[src/hdl/ddpf_pkg.sv]
// Package: register map, fields, reset values and timing for the DIO DMA pacer block
package ddpf_pkg;
  // Register byte offsets
  localparam logic [7:0] DDPF_CTRL_OFS   = 8'h00;
  localparam logic [7:0] DDPF_STAT_OFS   = 8'h04;
  localparam logic [7:0] DDPF_IN_DIV_OFS = 8'h08;
  localparam logic [7:0] DDPF_OUT_DIV_OFS = 8'h0C;
  localparam logic [7:0] DDPF_AUX_DIV_OFS = 8'h10;
  localparam logic [7:0] DDPF_IN_ADDR_OFS = 8'h14;
  localparam logic [7:0] DDPF_IN_CNT_OFS  = 8'h18;
  localparam logic [7:0] DDPF_OUT_ADDR_OFS = 8'h1C;
  localparam logic [7:0] DDPF_OUT_CNT_OFS  = 8'h20;
  localparam logic [7:0] DDPF_IN_LEFT_OFS  = 8'h24;
  localparam logic [7:0] DDPF_OUT_LEFT_OFS = 8'h28;
  // Control fields (write 1 to the command bits; they self clear)
  localparam int DDPF_C_IN_START   = 0;
  localparam int DDPF_C_IN_ABORT   = 1;
  localparam int DDPF_C_OUT_START  = 2;
  localparam int DDPF_C_OUT_ABORT  = 3;
  localparam int DDPF_C_CLR_FIFO   = 4;
  localparam int DDPF_C_STOP_OPT   = 5;
  localparam int DDPF_C_IN_CHAIN   = 6;
  localparam int DDPF_C_OUT_CHAIN  = 7;
  localparam int DDPF_C_PATTERN    = 8;
  localparam int DDPF_C_CFG_LSB    = 9;
  // Status fields
  localparam int DDPF_S_IN_BUSY    = 0;
  localparam int DDPF_S_OUT_BUSY   = 1;
  localparam int DDPF_S_OVERRUN    = 2;
  localparam int DDPF_S_UNDERRUN   = 3;
  localparam int DDPF_S_SAMPLING   = 4;
  // Port configurations
  localparam logic [1:0] DDPF_OUT_32BIT_CONFIG  = 2'h0;
  localparam logic [1:0] DDPF_IN16_OUT8_CONFIG  = 2'h1;
  localparam logic [1:0] DDPF_IN8_OUT8_CONFIG   = 2'h2;
  // Reset values and limits
  localparam logic [15:0] DDPF_DIV_RST  = 16'h000A;
  localparam logic [15:0] DDPF_DIV_MIN  = 16'h0002;
  localparam logic [21:0] DDPF_CNT_MAX  = 22'h200000;
  localparam int          DDPF_FIFO_DEPTH = 16;
  localparam int          DDPF_FIFO_AW    = 4;
  localparam int          DDPF_DSCR_WORDS = 4;
  // Pacer base: timer base of 10 MHz derived from the 20 MHz clock
  localparam int          DDPF_MCLK_HZ  = 20000000;
  localparam int          DDPF_BASE_HZ  = 10000000;
  localparam logic [3:0]  DDPF_BASE_DIV = 4'(DDPF_MCLK_HZ / DDPF_BASE_HZ);
endpackage

[src/hdl/ddpf_top.sv]
// DIO DMA engine: paced input and output FIFOs, bus master, pacers, APB registers
//
// Behaviour
// - Sampled input words wait in a FIFO; moved to memory only when granted
// - Input sample into full FIFO sets overrun flag, reads 1, else 0
// - Output DMA words leave the output FIFO onto the output port
// - Output word needed with empty FIFO sets underrun flag, reads 1, else 0
// - Input pacer ticks at 10 MHz divided by input divisor
// - Output pacer ticks at 10 MHz divided by output divisor
// - Contiguous mode length counts double-words, at most 2^21
// - Chained mode length zero; amount comes from linked descriptor nodes
// - Output DMA runs until count done or aborted
// - Status reads 0 when done, 1 while in progress
// - Abort stops active input or output DMA at once
// - Pattern generation replays output buffer until stopped
// - Output sample is 4 bytes in 32-bit config, else 1 byte
// - Port width used for packing is 8, 16 or 32 bits
// - Clear-FIFO option at input start discards held input data
// - Stop-sampling option ends sampling when input DMA completes
//
// Design decisions made here: the register addresses and the APB slave port.
`timescale 1ns/10ps
module ddpf_top
  import ddpf_pkg::*;
(
  input  wire logic        I_MCLK,
  input  wire logic        I_RST_B,
  input  wire logic        I_PSEL,
  input  wire logic        I_PENABLE,
  input  wire logic        I_PWRITE,
  input  wire logic [7:0]  I_PADDR,
  input  wire logic [31:0] I_PWDATA,
  output logic      [31:0] O_PRDATA,
  output logic             O_PREADY,
  output logic             O_PSLVERR,
  output logic             O_MREQ,
  input  wire logic        I_MGNT,
  output logic      [31:0] O_MADDR,
  output logic             O_MWRITE,
  output logic      [31:0] O_MWDATA,
  input  wire logic [31:0] I_MRDATA,
  input  wire logic        I_MACK,
  input  wire logic [31:0] I_DIN,
  output logic      [31:0] O_DOUT,
  output logic             O_AUX_TICK
);

  typedef enum logic [2:0] {ST_IDLE, ST_IN_WR, ST_OUT_RD, ST_DSCR} ddpf_bus_e;

  ////////////////////////////////////////////////////////////////////////////
  // State
  logic [31:0] ctrl_r, ctrl_nxt;
  logic [15:0] div_r [3], div_nxt [3];
  logic [15:0] pcnt_r [3], pcnt_nxt [3];
  logic [2:0]  tick;
  logic [3:0]  base_r, base_nxt;
  logic [31:0] in_addr_r, in_addr_nxt, out_addr_r, out_addr_nxt;
  logic [21:0] in_cnt_r, out_cnt_r;
  logic [21:0] in_left_r, in_left_nxt, out_left_r, out_left_nxt;
  logic [31:0] out_base_r, out_base_nxt;
  logic        in_busy_r, in_busy_nxt, out_busy_r, out_busy_nxt, samp_r, samp_nxt;
  logic        ovr_r, ovr_nxt, und_r, und_nxt;
  logic [31:0] ifq_r [DDPF_FIFO_DEPTH], ofq_r [DDPF_FIFO_DEPTH];
  logic [DDPF_FIFO_AW:0] iw_r, iw_nxt, ir_r, ir_nxt, ow_r, ow_nxt, or_r, or_nxt;
  logic [31:0] dout_r, dout_nxt, samp_word;
  logic [1:0]  lane_r, lane_nxt, ilane_r, ilane_nxt;
  logic [31:0] ipack_r, ipack_nxt;
  logic [1:0]  dcnt_r, dcnt_nxt;
  logic        dsc_in_r, dsc_in_nxt;
  logic [31:0] dnext_r, dnext_nxt;
  ddpf_bus_e   st_r, st_nxt;
  logic [31:0] prdata_nxt;
  logic        in_full, in_empty, out_full, out_empty, acc, wr, in_push, out_pop, opush;
  logic        in_start, in_abort, out_start, out_abort, in_done, out_done;
  logic [1:0]  cfg;

  // Last sample lane of a packed word, from port configuration and direction
  function automatic logic [1:0] ddpf_last_lane(input logic [1:0] c, input logic is_in);
    if (c == DDPF_OUT_32BIT_CONFIG)
      ddpf_last_lane = 2'h0;
    else if (is_in && c == DDPF_IN16_OUT8_CONFIG)
      ddpf_last_lane = 2'h1;
    else
      ddpf_last_lane = 2'h3;
  endfunction

  function automatic logic ddpf_fifo_full(input logic [DDPF_FIFO_AW:0] w, input logic [DDPF_FIFO_AW:0] r);
    ddpf_fifo_full = (w[DDPF_FIFO_AW] != r[DDPF_FIFO_AW]) &&
                     (w[DDPF_FIFO_AW-1:0] == r[DDPF_FIFO_AW-1:0]);
  endfunction

  assign acc       = I_PSEL && I_PENABLE;
  assign wr        = acc && I_PWRITE;
  assign cfg       = ctrl_r[DDPF_C_CFG_LSB +: 2];
  assign in_start  = wr && I_PADDR == DDPF_CTRL_OFS && I_PWDATA[DDPF_C_IN_START];
  assign in_abort  = wr && I_PADDR == DDPF_CTRL_OFS && I_PWDATA[DDPF_C_IN_ABORT];
  assign out_start = wr && I_PADDR == DDPF_CTRL_OFS && I_PWDATA[DDPF_C_OUT_START];
  assign out_abort = wr && I_PADDR == DDPF_CTRL_OFS && I_PWDATA[DDPF_C_OUT_ABORT];
  assign in_full   = ddpf_fifo_full(iw_r, ir_r);
  assign in_empty  = iw_r == ir_r;
  assign out_full  = ddpf_fifo_full(ow_r, or_r);
  assign out_empty = ow_r == or_r;
  assign samp_word = I_DIN;

  ////////////////////////////////////////////////////////////////////////////
  // Pacers: shared 10 MHz base, three divide-by-N counters
  always_comb begin
    base_nxt = (base_r == DDPF_BASE_DIV - 4'h1) ? 4'h0 : base_r + 4'h1;
    for (int k = 0; k < 3; k++) begin
      tick[k]     = 1'b0;
      pcnt_nxt[k] = pcnt_r[k];
      if (base_r == 4'h0) begin
        // Divisor below 2 treated as 2; software keeps it in range
        if (pcnt_r[k] <= 16'h0001) begin
          tick[k]     = 1'b1;
          pcnt_nxt[k] = (div_r[k] < DDPF_DIV_MIN) ? DDPF_DIV_MIN : div_r[k];
        end else begin
          pcnt_nxt[k] = pcnt_r[k] - 16'h0001;
        end
      end
    end
    // Restart on start so the first word is fetched before its first tick
    if (in_start)
      pcnt_nxt[0] = div_r[0];
    if (out_start)
      pcnt_nxt[1] = div_r[1];
  end

  ////////////////////////////////////////////////////////////////////////////
  // Input packing and FIFO push, paced by counter 0
  always_comb begin
    ilane_nxt = ilane_r;
    ipack_nxt = ipack_r;
    in_push   = 1'b0;
    if (samp_r && tick[0]) begin
      unique case (ddpf_last_lane(cfg, 1'b1))
        2'h0: ipack_nxt = samp_word;
        2'h1: ipack_nxt = {samp_word[15:0], ipack_r[31:16]};
        default: ipack_nxt = {samp_word[7:0], ipack_r[31:8]};
      endcase
      if (ilane_r == ddpf_last_lane(cfg, 1'b1)) begin
        ilane_nxt = 2'h0;
        in_push   = 1'b1;
      end else begin
        ilane_nxt = ilane_r + 2'h1;
      end
    end
    if (in_start)
      ilane_nxt = 2'h0;
  end

  // Output unpacking, paced by counter 1
  always_comb begin
    lane_nxt = lane_r;
    dout_nxt = dout_r;
    out_pop  = 1'b0;
    und_nxt  = out_start ? 1'b0 : und_r;
    if (out_busy_r && tick[1]) begin
      if (out_empty) begin
        und_nxt = 1'b1;
      end else begin
        unique case (ddpf_last_lane(cfg, 1'b0))
          2'h0: dout_nxt = ofq_r[or_r[DDPF_FIFO_AW-1:0]];
          default: dout_nxt = {24'h000000, ofq_r[or_r[DDPF_FIFO_AW-1:0]][8*lane_r +: 8]};
        endcase
        if (lane_r == ddpf_last_lane(cfg, 1'b0)) begin
          lane_nxt = 2'h0;
          out_pop  = 1'b1;
        end else begin
          lane_nxt = lane_r + 2'h1;
        end
      end
    end
    if (out_start)
      lane_nxt = 2'h0;
  end

  ////////////////////////////////////////////////////////////////////////////
  // Bus master: one access per word, released when idle
  always_comb begin
    st_nxt       = st_r;
    in_addr_nxt  = in_addr_r;
    out_addr_nxt = out_addr_r;
    in_left_nxt  = in_left_r;
    out_left_nxt = out_left_r;
    dcnt_nxt     = dcnt_r;
    dsc_in_nxt   = dsc_in_r;
    dnext_nxt    = dnext_r;
    opush        = 1'b0;
    in_done      = 1'b0;
    out_done     = 1'b0;
    unique case (st_r)
      ST_IDLE: begin
        // Descriptor fetch when a chained list needs its next node
        if (in_busy_r && in_left_r == 22'h000000 && ctrl_r[DDPF_C_IN_CHAIN] && in_addr_r != 32'h00000000) begin
          st_nxt = ST_DSCR; dsc_in_nxt = 1'b1; dcnt_nxt = 2'h0;
        end else if (out_busy_r && out_left_r == 22'h000000 && ctrl_r[DDPF_C_OUT_CHAIN] &&
                     out_addr_r != 32'h00000000) begin
          st_nxt = ST_DSCR; dsc_in_nxt = 1'b0; dcnt_nxt = 2'h0;
        end else if (in_busy_r && in_left_r != 22'h000000 && !in_empty)
          st_nxt = ST_IN_WR;
        else if (out_busy_r && out_left_r != 22'h000000 && !out_full)
          st_nxt = ST_OUT_RD;
      end
      ST_IN_WR: if (I_MGNT && I_MACK) begin
        in_addr_nxt = in_addr_r + 32'h00000004;
        in_left_nxt = in_left_r - 22'h000001;
        st_nxt      = ST_IDLE;
        in_done     = in_left_r == 22'h000001 && !ctrl_r[DDPF_C_IN_CHAIN];
        // Drained buffer goes to the saved node; one pointer, so chain one direction at a time
        if (in_left_r == 22'h000001 && ctrl_r[DDPF_C_IN_CHAIN])
          in_addr_nxt = dnext_r;
      end
      ST_OUT_RD: if (I_MGNT && I_MACK) begin
        opush        = 1'b1;
        out_addr_nxt = out_addr_r + 32'h00000004;
        out_left_nxt = out_left_r - 22'h000001;
        st_nxt       = ST_IDLE;
        if (out_left_r == 22'h000001 && ctrl_r[DDPF_C_OUT_CHAIN])
          out_addr_nxt = dnext_r;
        else if (out_left_r == 22'h000001 && ctrl_r[DDPF_C_PATTERN]) begin
          out_addr_nxt = out_base_r;  // Replay from start
          out_left_nxt = out_cnt_r;
        end
      end
      ST_DSCR: if (I_MGNT && I_MACK) begin
        // Node: word0 buffer address, word1 length, word2 next node (0 ends)
        dcnt_nxt = dcnt_r + 2'h1;
        if (dcnt_r == 2'h0) dnext_nxt = I_MRDATA;
        if (dcnt_r == 2'h1) begin
          if (dsc_in_r) in_left_nxt = I_MRDATA[21:0];
          else out_left_nxt = I_MRDATA[21:0];
        end
        if (dcnt_r == 2'h2) begin
          st_nxt    = ST_IDLE;
          dnext_nxt = I_MRDATA;
          // An empty node goes straight on to the next node
          if (dsc_in_r)
            in_addr_nxt = (in_left_nxt == 22'h000000) ? I_MRDATA : dnext_r;
          else
            out_addr_nxt = (out_left_nxt == 22'h000000) ? I_MRDATA : dnext_r;
        end
      end
      default: st_nxt = ST_IDLE;
    endcase
    // Chain end: a drained buffer with next node 0 completes chained input
    if (st_r == ST_IDLE && in_busy_r && ctrl_r[DDPF_C_IN_CHAIN] && in_left_r == 22'h000000 &&
        in_addr_r == 32'h00000000)
      in_done = 1'b1;
    // Output ends only after the last word has left the FIFO
    if (st_r == ST_IDLE && out_busy_r && out_left_r == 22'h000000 && out_empty &&
        (!ctrl_r[DDPF_C_OUT_CHAIN] || out_addr_r == 32'h00000000))
      out_done = 1'b1;
    if (in_start) begin
      in_addr_nxt = in_addr_r; in_left_nxt = ctrl_r[DDPF_C_IN_CHAIN] ? 22'h000000 : in_cnt_r;
    end
    if (out_start) begin
      out_left_nxt = ctrl_r[DDPF_C_OUT_CHAIN] ? 22'h000000 : out_cnt_r;
    end
    if (in_abort || out_abort || in_start || out_start)
      st_nxt = ST_IDLE;
  end

  ////////////////////////////////////////////////////////////////////////////
  // Busy, sampling and sticky flags
  always_comb begin
    in_busy_nxt  = in_busy_r;
    out_busy_nxt = out_busy_r;
    samp_nxt     = samp_r;
    // A late event beats the clear of a start in the same cycle
    ovr_nxt      = in_start ? 1'b0 : ovr_r;
    if (in_push && in_full)
      ovr_nxt = 1'b1;
    if (in_done) begin
      in_busy_nxt = 1'b0;
      if (ctrl_r[DDPF_C_STOP_OPT]) samp_nxt = 1'b0;
    end
    if (out_done) out_busy_nxt = 1'b0;
    if (in_abort) begin in_busy_nxt = 1'b0; samp_nxt = 1'b0; end
    if (out_abort) out_busy_nxt = 1'b0;
    if (in_start) begin in_busy_nxt = 1'b1; samp_nxt = 1'b1; end
    if (out_start) out_busy_nxt = 1'b1;
  end

  ////////////////////////////////////////////////////////////////////////////
  // FIFO pointers
  always_comb begin
    iw_nxt = iw_r + (DDPF_FIFO_AW+1)'(in_push && !in_full);
    ir_nxt = ir_r + (DDPF_FIFO_AW+1)'(st_r == ST_IN_WR && I_MGNT && I_MACK);
    ow_nxt = ow_r + (DDPF_FIFO_AW+1)'(opush);
    or_nxt = or_r + (DDPF_FIFO_AW+1)'(out_pop);
    if (in_start && I_PWDATA[DDPF_C_CLR_FIFO]) begin
      iw_nxt = '0; ir_nxt = '0;
    end
    if (out_start || out_abort) begin
      ow_nxt = '0; or_nxt = '0;
    end
  end

  ////////////////////////////////////////////////////////////////////////////
  // APB registers
  always_comb begin
    ctrl_nxt     = ctrl_r & ~32'h0000000F;
    div_nxt      = div_r;
    out_base_nxt = out_base_r;
    prdata_nxt   = 32'h00000000;
    if (wr) begin
      unique case (I_PADDR)
        DDPF_CTRL_OFS:     ctrl_nxt = {21'h000000, I_PWDATA[10:4], 4'h0};
        DDPF_IN_DIV_OFS:   div_nxt[0] = I_PWDATA[15:0];
        DDPF_OUT_DIV_OFS:  div_nxt[1] = I_PWDATA[15:0];
        DDPF_AUX_DIV_OFS:  div_nxt[2] = I_PWDATA[15:0];
        default: ;
      endcase
    end
    if (out_start) out_base_nxt = out_addr_r;
    unique case (I_PADDR)
      DDPF_CTRL_OFS:     prdata_nxt = ctrl_r;
      DDPF_STAT_OFS:     prdata_nxt = {27'h0000000, samp_r, und_r, ovr_r, out_busy_r, in_busy_r};
      DDPF_IN_DIV_OFS:   prdata_nxt = {16'h0000, div_r[0]};
      DDPF_OUT_DIV_OFS:  prdata_nxt = {16'h0000, div_r[1]};
      DDPF_AUX_DIV_OFS:  prdata_nxt = {16'h0000, div_r[2]};
      DDPF_IN_ADDR_OFS:  prdata_nxt = in_addr_r;
      DDPF_IN_CNT_OFS:   prdata_nxt = {10'h000, in_cnt_r};
      DDPF_OUT_ADDR_OFS: prdata_nxt = out_addr_r;
      DDPF_OUT_CNT_OFS:  prdata_nxt = {10'h000, out_cnt_r};
      DDPF_IN_LEFT_OFS:  prdata_nxt = {10'h000, in_left_r};
      DDPF_OUT_LEFT_OFS: prdata_nxt = {10'h000, out_left_r};
      default:           prdata_nxt = 32'h00000000;
    endcase
  end

  // Address and count registers share one write path
  logic [31:0] ia_w, oa_w;
  logic [21:0] ic_w, oc_w;
  always_comb begin
    ia_w = (wr && I_PADDR == DDPF_IN_ADDR_OFS) ? I_PWDATA : in_addr_nxt;
    oa_w = (wr && I_PADDR == DDPF_OUT_ADDR_OFS) ? I_PWDATA : out_addr_nxt;
    // Counts above 2^21 clamp to the limit
    ic_w = (wr && I_PADDR == DDPF_IN_CNT_OFS) ?
           ((I_PWDATA > 32'(DDPF_CNT_MAX)) ? DDPF_CNT_MAX : I_PWDATA[21:0]) : in_cnt_r;
    oc_w = (wr && I_PADDR == DDPF_OUT_CNT_OFS) ?
           ((I_PWDATA > 32'(DDPF_CNT_MAX)) ? DDPF_CNT_MAX : I_PWDATA[21:0]) : out_cnt_r;
  end

  ////////////////////////////////////////////////////////////////////////////
  // Registers
  always_ff @(posedge I_MCLK or negedge I_RST_B) begin
    if (!I_RST_B) begin
      ctrl_r <= 32'h00000000; base_r <= 4'h0; st_r <= ST_IDLE;
      for (int k = 0; k < 3; k++) begin
        div_r[k] <= DDPF_DIV_RST; pcnt_r[k] <= DDPF_DIV_RST;
      end
      in_addr_r <= 32'h00000000; out_addr_r <= 32'h00000000; out_base_r <= 32'h00000000;
      in_cnt_r <= 22'h000000; out_cnt_r <= 22'h000000;
      in_left_r <= 22'h000000; out_left_r <= 22'h000000;
      in_busy_r <= 1'b0; out_busy_r <= 1'b0; samp_r <= 1'b0; ovr_r <= 1'b0; und_r <= 1'b0;
      iw_r <= '0; ir_r <= '0; ow_r <= '0; or_r <= '0;
      dout_r <= 32'h00000000; lane_r <= 2'h0; ilane_r <= 2'h0; ipack_r <= 32'h00000000;
      dcnt_r <= 2'h0; dsc_in_r <= 1'b0; dnext_r <= 32'h00000000; O_PRDATA <= 32'h00000000;
    end else begin
      ctrl_r <= ctrl_nxt; base_r <= base_nxt; st_r <= st_nxt;
      div_r <= div_nxt; pcnt_r <= pcnt_nxt;
      in_addr_r <= ia_w; out_addr_r <= oa_w; out_base_r <= out_base_nxt;
      in_cnt_r <= ic_w; out_cnt_r <= oc_w;
      in_left_r <= in_left_nxt; out_left_r <= out_left_nxt;
      in_busy_r <= in_busy_nxt; out_busy_r <= out_busy_nxt; samp_r <= samp_nxt;
      ovr_r <= ovr_nxt; und_r <= und_nxt;
      iw_r <= iw_nxt; ir_r <= ir_nxt; ow_r <= ow_nxt; or_r <= or_nxt;
      dout_r <= dout_nxt; lane_r <= lane_nxt; ilane_r <= ilane_nxt; ipack_r <= ipack_nxt;
      dcnt_r <= dcnt_nxt; dsc_in_r <= dsc_in_nxt; dnext_r <= dnext_nxt; O_PRDATA <= prdata_nxt;
    end
  end

  // FIFO storage needs no reset
  always_ff @(posedge I_MCLK) begin
    if (in_push && !in_full) ifq_r[iw_r[DDPF_FIFO_AW-1:0]] <= ipack_nxt;
    if (opush) ofq_r[ow_r[DDPF_FIFO_AW-1:0]] <= I_MRDATA;
  end

  ////////////////////////////////////////////////////////////////////////////
  // Outputs
  assign O_PREADY   = 1'b1;
  assign O_PSLVERR  = 1'b0;
  assign O_MREQ     = st_r != ST_IDLE;
  assign O_MADDR    = (st_r == ST_IN_WR) ? in_addr_r : (st_r == ST_DSCR) ?
                      ((dsc_in_r ? in_addr_r : out_addr_r) + {28'h0000000, dcnt_r, 2'h0}) : out_addr_r;
  assign O_MWRITE   = st_r == ST_IN_WR;
  assign O_MWDATA   = ifq_r[ir_r[DDPF_FIFO_AW-1:0]];
  assign O_DOUT     = dout_r;
  assign O_AUX_TICK = tick[2];
endmodule

[config.mk]
export PLATFORM = sky130hd
export DESIGN_NAME = ddpf_top
export DESIGN_NICKNAME = d
export VERILOG_FILES = /design/src/hdl/ddpf_pkg.sv /design/src/hdl/ddpf_top.sv
export SDC_FILE = /design/constraint.sdc
export NUM_CORES = 2
export LEC_CHECK = 0
export BUFFER_PORTS_ARGS = -buffer_cell sky130_fd_sc_hd__buf_2
export CORE_AREA = 2 2 457 459
export DETAILED_ROUTE_END_ITERATION = 10
export DIE_AREA = 0 0 459 461
export PLACE_DENSITY = 0.54
export SETUP_SLACK_MARGIN = 0.05
export SYNTH_ARGS = -nofsm -noshare
export SYNTH_HDL_FRONTEND = slang
export SYNTH_SLANG_ARGS = --single-unit
[constraint.sdc]
create_clock -name I_MCLK -period 5.6 [get_ports I_MCLK]
set_input_delay 1.12 -clock I_MCLK [delete_from_list [all_inputs] [get_ports I_MCLK]]
set_output_delay 1.12 -clock I_MCLK [all_outputs]
set_load 0.03 [all_outputs]
# After elaboration in Yosys (flattened, before gate mapping)
# Memory sizes are Yosys's and may differ from the RTL's.
# Cells that the tools add are included.
# Widths: inputs -> output; s select.
[op_classes]
order_cmp = 7
shift = 1
n_reduce_logical = 102
add_sub_neg = 16
eq_ne = 48
mux = 128
bitwise = 1
[op_table]
columns = ["cell", "n"]
rows = [
  ["$mux 32", 23],
  ["$mux 22", 19],
  ["$pmux 32 s11", 1],
  ["$pmux 32 s2", 3],
  ["$mux 16", 10],
  ["$logic_not 22->1", 4],
  ["$pmux 22 s2", 2],
  ["$add 32x3->32 const B", 2],
  ["$logic_not 32->1", 2],
  ["$reduce_bool 32->1", 2],
  ["$le 16x1->1 const B", 3],
  ["$lt 16x2->1 const B", 3],
  ["$sub 16x1->16 const B", 3],
  ["$eq 22x1->1 const B", 2],
  ["$reduce_bool 22->1", 2],
  ["$sub 22x1->22 const B", 2],
  ["$logic_and 1x1->1", 43],
  ["$ne 3x3->1 const B", 13],
  ["$mux 1", 38],
  ["$add 32x4->32", 1],
  ["$eq 8x5->1 const B", 4],
  ["$gt 32x22->1 const B", 1],
  ["$mux 2", 16],
  ["$shiftx 32x6->8", 1],
  ["39 further kinds", 103],
]
[word_totals]
input_bits = 111
mem_count = 2
output_inout_bits = 133
elab_cells = 339
ramBits = 1024
regBits = 458
[memory_table]
columns = ["name", "words", "word_bits", "rd", "rd_ports_with_merged_regs", "write_ports", "line", "text"]
rows = [
  ["ifq_r", 16, 32, 1, 0, 1, "ddpf_top.sv:63", "logic [31:0] ifq_r [DDPF_FIFO_DEPTH], ofq_r [DDPF_FIFO_DEPTH];"],
  ["ofq_r", 16, 32, 1, 0, 1, "ddpf_top.sv:63", ""],
]

# Logic depth before layout (Yosys ltp)
[depth]
word_depth = 12
ltp_mapped = 18
mapped_depth_nobuf = 12

# Least setup slack after synthesis
# OpenSTA, ideal clock, no wires.
[synth_path]
path_kind = "register to output"
start = "register dsc_in_r"
end = "output O_MADDR[28]"
path_stages_with_launch = 18
path_buffers = 6
arrival_ns = 4.425
required_ns = 4.480
setup_slack_ns = 0.055
path_cell_list = "dfrtp_1 > buf_2 > buf_2 > buf_2 > clkbuf_1 > clkbuf_1 > nand2_1 > o21ai_0 > ha_1 > inv_1 > fa_1 > clkbuf_1 > nor4_1 > o221ai_1 > nor3_1 > or2_2 > a311oi_1 > a221oi_1"
[synth_between]
elab_chain_len = 4
[synth_lines]
columns = ["item", "line", "text"]
rows = [
  ["start: declaration", "ddpf_top.sv:69", "logic dsc_in_r, dsc_in_nxt;"],
  ["start signal: assignment", "ddpf_top.sv:371", "dcnt_r <= dcnt_nxt; dsc_in_r <= dsc_in_nxt; dnext_r <= dnext_nxt; O_PRDATA <= prdata_nxt;"],
  ["$mux 32", "ddpf_top.sv:387", "((dsc_in_r ? in_addr_r : out_addr_r) + {28'h0000000, dcnt_r, 2'h0}) : out_addr_r;"],
  ["$add 32x4->32", "ddpf_top.sv:387", ""],
  ["$mux 32 (2 in a row)", "ddpf_top.sv:386", "assign O_MADDR = (st_r == ST_IN_WR) ? in_addr_r : (st_r == ST_DSCR) ?"],
  ["end: declaration", "ddpf_top.sv:38", "output logic [31:0] O_MADDR,"],
]
# No other way between the ends.

# Worst setup path in the final report
[layout_path]
start = "register out_addr_r[2]"
end = "output O_MADDR[22]"
[layout_between]
elab_chain_len = 4
[layout_lines]
columns = ["item", "line", "text"]
rows = [
  ["start: declaration", "ddpf_top.sv:57", "logic [31:0] in_addr_r, in_addr_nxt, out_addr_r, out_addr_nxt;"],
  ["start signal: assignment", "ddpf_top.sv:364", "in_addr_r <= ia_w; out_addr_r <= oa_w; out_base_r <= out_base_nxt;"],
  ["$mux 32", "ddpf_top.sv:387", ""],
  ["$add 32x4->32", "ddpf_top.sv:387", ""],
  ["$mux 32 (2 in a row)", "ddpf_top.sv:386", ""],
]
# No other way between the ends.

==> impl_metrics.csv <==
group,metric,value,unit
die,ios,244,
placed_design,placed_area,73100,um2
timing,rsz0062_at_grt,"true",
routing,drt_iter0_markers,5957,
clock_network,numClockSinks,1477,
synthesis,syn_avg_cell_area,13.4,um2
synthesis,yosys_warnings,0,
critical_path,critPathKind,"flop to output port",
synthesis,synthAdderAreaFrac,0.637,%
routing,finalWirelength,236000,um
layout,n_fill_cell,19490,
critical_path,startpoint_type,"flop",
die,die_y,461,um
synthesis,syn_nets,5216,
synthesis,yosys-mux-area-fraction,13.7,%
die,row_count,167,
power,seqPwrFrac,45.0,%
synthesis,synth_cells,5071,
placed_design,place_inst,7847,
timing,setup_viol,0,
timing,fin_crit,5310,ps
synthesis,yosysSeqAreaShare,61.9,%
layout,finalNetCount,5452,
routing,via_per_inst,5.84,
layout,seqCellArea,42100,um2
power,ir_drop,0.000319,V
critical_path,cp_max_fo,10,
die,start_util,32.9,%
synthesis,synth_ff_type,"edfxtp_1",
clock_network,clk_latency,850,ps
layout,drive_gt1_share,23.4,%
routing,post_drt_wl_per_cell,28.9,um
critical_path,crit_required,4480,ps
synthesis,synth-simple-area-share,9.91,%
routing,dr.pass1.iters,10,
layout,final_common_cell,"edfxtp_1",
global_route,grt.overflow.total,0,
critical_path,cp-end-kind,"output port",
synthesis,synth_edf_count,1024,
clock_network,cts.reportedPaths.clkPinSlew,70,ps
power,clockPowerShare,37.4,%
power,powerDensity,368,nW/um2
timing,worst_pin_slew,1260,ps
layout,stdcell_area,78700,um2
clock_network,cts_root_buffer,"clkbuf_16",
global_route,track_usage,21.9,%
synthesis,synth_top_family_by_area,"multiplexers",
timing,maxClockFrequency,188,MHz
critical_path,critPathArrivalTime,4190,ps
power,pwr-share-comb,17.5,%
layout,layout_common_cells,"edfxtp_1 (1024), nand2_1 (525), dfrtp_1 (430)",
global_route,grt_max_degree,125,
global_route,antenna_found_initial,22,
timing,drv_slew,0,
critical_path,cp_cell_sequence,"inv_1 > o21ai_0 > ha_1 > inv_1 > fa_2 > nor4_4 > o221ai_4 > or4_1 > a21oi_1 > a21oi_1 > o31ai_1 > buf_2",
clock_network,cts_tree,"done",
outcome,outcome,"complete, no violations",
worst_hold_path,hp-class,"input port to async pin",
layout,area_growth,15.7,%
clock_network,cts_made_buffers,162,
timing,period_share,94.8,%
routing,num_vias,47685,
layout,multi_input_area,24500,um2
global_route,grt_pass1_wl,339000,um
placed_design,place_congestion,0.967,
die,die_w,459,um
timing,slew_headroom,15.3,%
routing,drc,0,
layout,final_cells,8161,
synthesis,synth_cell_type_count,99,
synthesis,synthArstFlopShare,30.7,%
critical_path,critical_path.max_stage_delay,530,ps
synthesis,synth_compound_area_share,10.1,%
power,leakagePower,29.3,nW
placed_design,port_buffers,241,
synthesis,syn_area,68000,um2
critical_path,crit_path_top_delay_cell,"or4_1",
clock_network,cts_resized,7,
power,p_sw,8.70,mW
clock_network,cts.path.max_buffers,3,
routing,ant_nets,0,
clock_network,htree_levels,4,
die,coreArea,206000,um2
timing,finClkSkew,66.0,ps
synthesis,synth_xor_area_share,1.06,%
power,power.internal,20.3,mW
global_route,grt_pass1_vias,46406,
timing,finalHoldViolations,0,
synthesis,ys_ff_latch,1477,
timing,fin_setup_tns,0,ps
clock_network,ctsHoldBuffers,0,
die,fp.dieArea,212000,um2
placed_design,hpwl,153000,um
clock_network,cts_setup_buffers,0,
power,switching_share,30.0,%
flow_run,maxCapViolations,0,
[Yosys cell counts (20+ instances only)]
library cell,instances,area share (%)
edfxtp_1,1024,45
nand2_1,526,2.9
dfrtp_1,441,16
o21ai_0,340,2.5
nor2_1,323,1.8
mux4_2,296,9.8
clkbuf_1,262,1.4
a21oi_1,208,1.5
mux2_2,145,2.4
nand3_1,143,1.1
a22oi_1,112,1.2
nor3_1,104,0.77
mux2i_1,98,1.4
inv_1,82,0.45
nor4_1,69,0.64
buf_1,52,0.29
a221oi_1,51,0.66
buf_2,50,0.37
nand4_1,49,0.45
xnor2_1,49,0.63
a22o_1,38,0.49
a211oi_1,36,0.40
ha_1,33,0.61
xor2_1,33,0.43
and2_1,32,0.29
a31oi_1,30,0.28
o221ai_1,30,0.39
o22ai_1,27,0.25
o211ai_1,26,0.29
or3_1,24,0.22
nand2b_1,23,0.21
and3_1,20,0.18
[cell type report]
type / count / share of cell area [%]
Timing Repair Buffer: 445 / 3.67
Tap cell: 2704 / 4.30
Antenna cell: 13 / 0.0414
Sequential cell: 1477 / 53.6
Multi-Input combinational cell: 3137 / 31.1
Clock inverter: 98 / 1.42
Inverter: 84 / 0.401
Clock buffer: 203 / 5.50
[power by group through the flow]
stage          registers, mW  logic (mW)  clock network [mW]
5_1_grt                 13.1        5.44                11.5
2_1_floorplan           12.8        3.49                   0
4_1_cts                 13.0        5.03                11.1
6_report                13.0        5.07                10.8
3_5_place_dp            13.2        5.01                   0
3_3_place_gp            13.2        4.96                   0
[per-layer routing]
metal	share of wire (%)	GRT usage, %	wire [um]
met3	8.8	4.89	20800
met4	4.9	10.2	11500
met2	44	32.8	105000
met1	42	30.2	99100
met5	0.013	0	30
[metrics by stage]
step	utilization [%]	worst slack [ps]	hold slack, ps	power (mW)
after floorplan	-	54.9	444	16.3
after global placement	35.4	673	448	18.2
after detailed placement	35.4	580	453	18.2
after CTS	38.1	65.2	286	29.1
after global routing	38.1	51.3	329	30.0
final	38.1	289	310	29.0
[flip-flops by register name (all words and copies together), names as in the netlist, 4 cells and up]
register    flops
in_cnt_r       22
out_base_r     32
out_cnt_r      22
O_PRDATA       32
ipack_r        32
ifq_r         512
ofq_r         512
in_left_r      22
out_addr_r     32
in_addr_r      32
ctrl_r          7
dnext_r        32
iw_r            5
or_r            5
O_DOUT         32
pcnt_r         48
ir_r            5
ow_r            5
div_r          48
out_left_r     22
base_r          4
[cells by family after synthesis]
kind of cell	after synthesis
AND/OR/NAND/NOR	1415
AO/OA/AOI/OAI	1065
multiplexers	539
other	2
buffers and inverters	457
adder cells (fa/ha/maj)	34
flip-flops	1477
XOR/XNOR	82
[path summary, 6_finish.rpt]
path | slack (ps) | startpoint | cells past startpoint | endpoint
setup / recovery | 290 | out_addr_r[2]$_DFFE_PN0P_ | 12 | O_MADDR[22]
hold / removal | 310 | I_RST_B | 1 | pcnt_r[6]$_DFFE_PN0P_
setup reg to reg | 1480 | pcnt_r[42]$_DFFE_PN0P_ | 8 | ifq_r[8][7]$_DFFE_PP_
hold reg to reg | 460 | O_DOUT[25]$_DFFE_PN0P_ | 2 | O_DOUT[25]$_DFFE_PN0P_
max in group asynchronous | 3840 | I_RST_B | 2 | or_r[1]$_DFF_PN0_
min in group I_MCLK | 460 | O_DOUT[25]$_DFFE_PN0P_ | 2 | O_DOUT[25]$_DFFE_PN0P_
[worst max-delay path, delay by kind of cell (launching register included)]
family / cells / cell delay, ps
simple gates: 2 / 960
flops: 1 / 440
fa+ha+maj: 2 / 680
buf+inv: 3 / 440
compound gates: 5 / 810
Note: power is estimated with default switching activity, not from simulation.
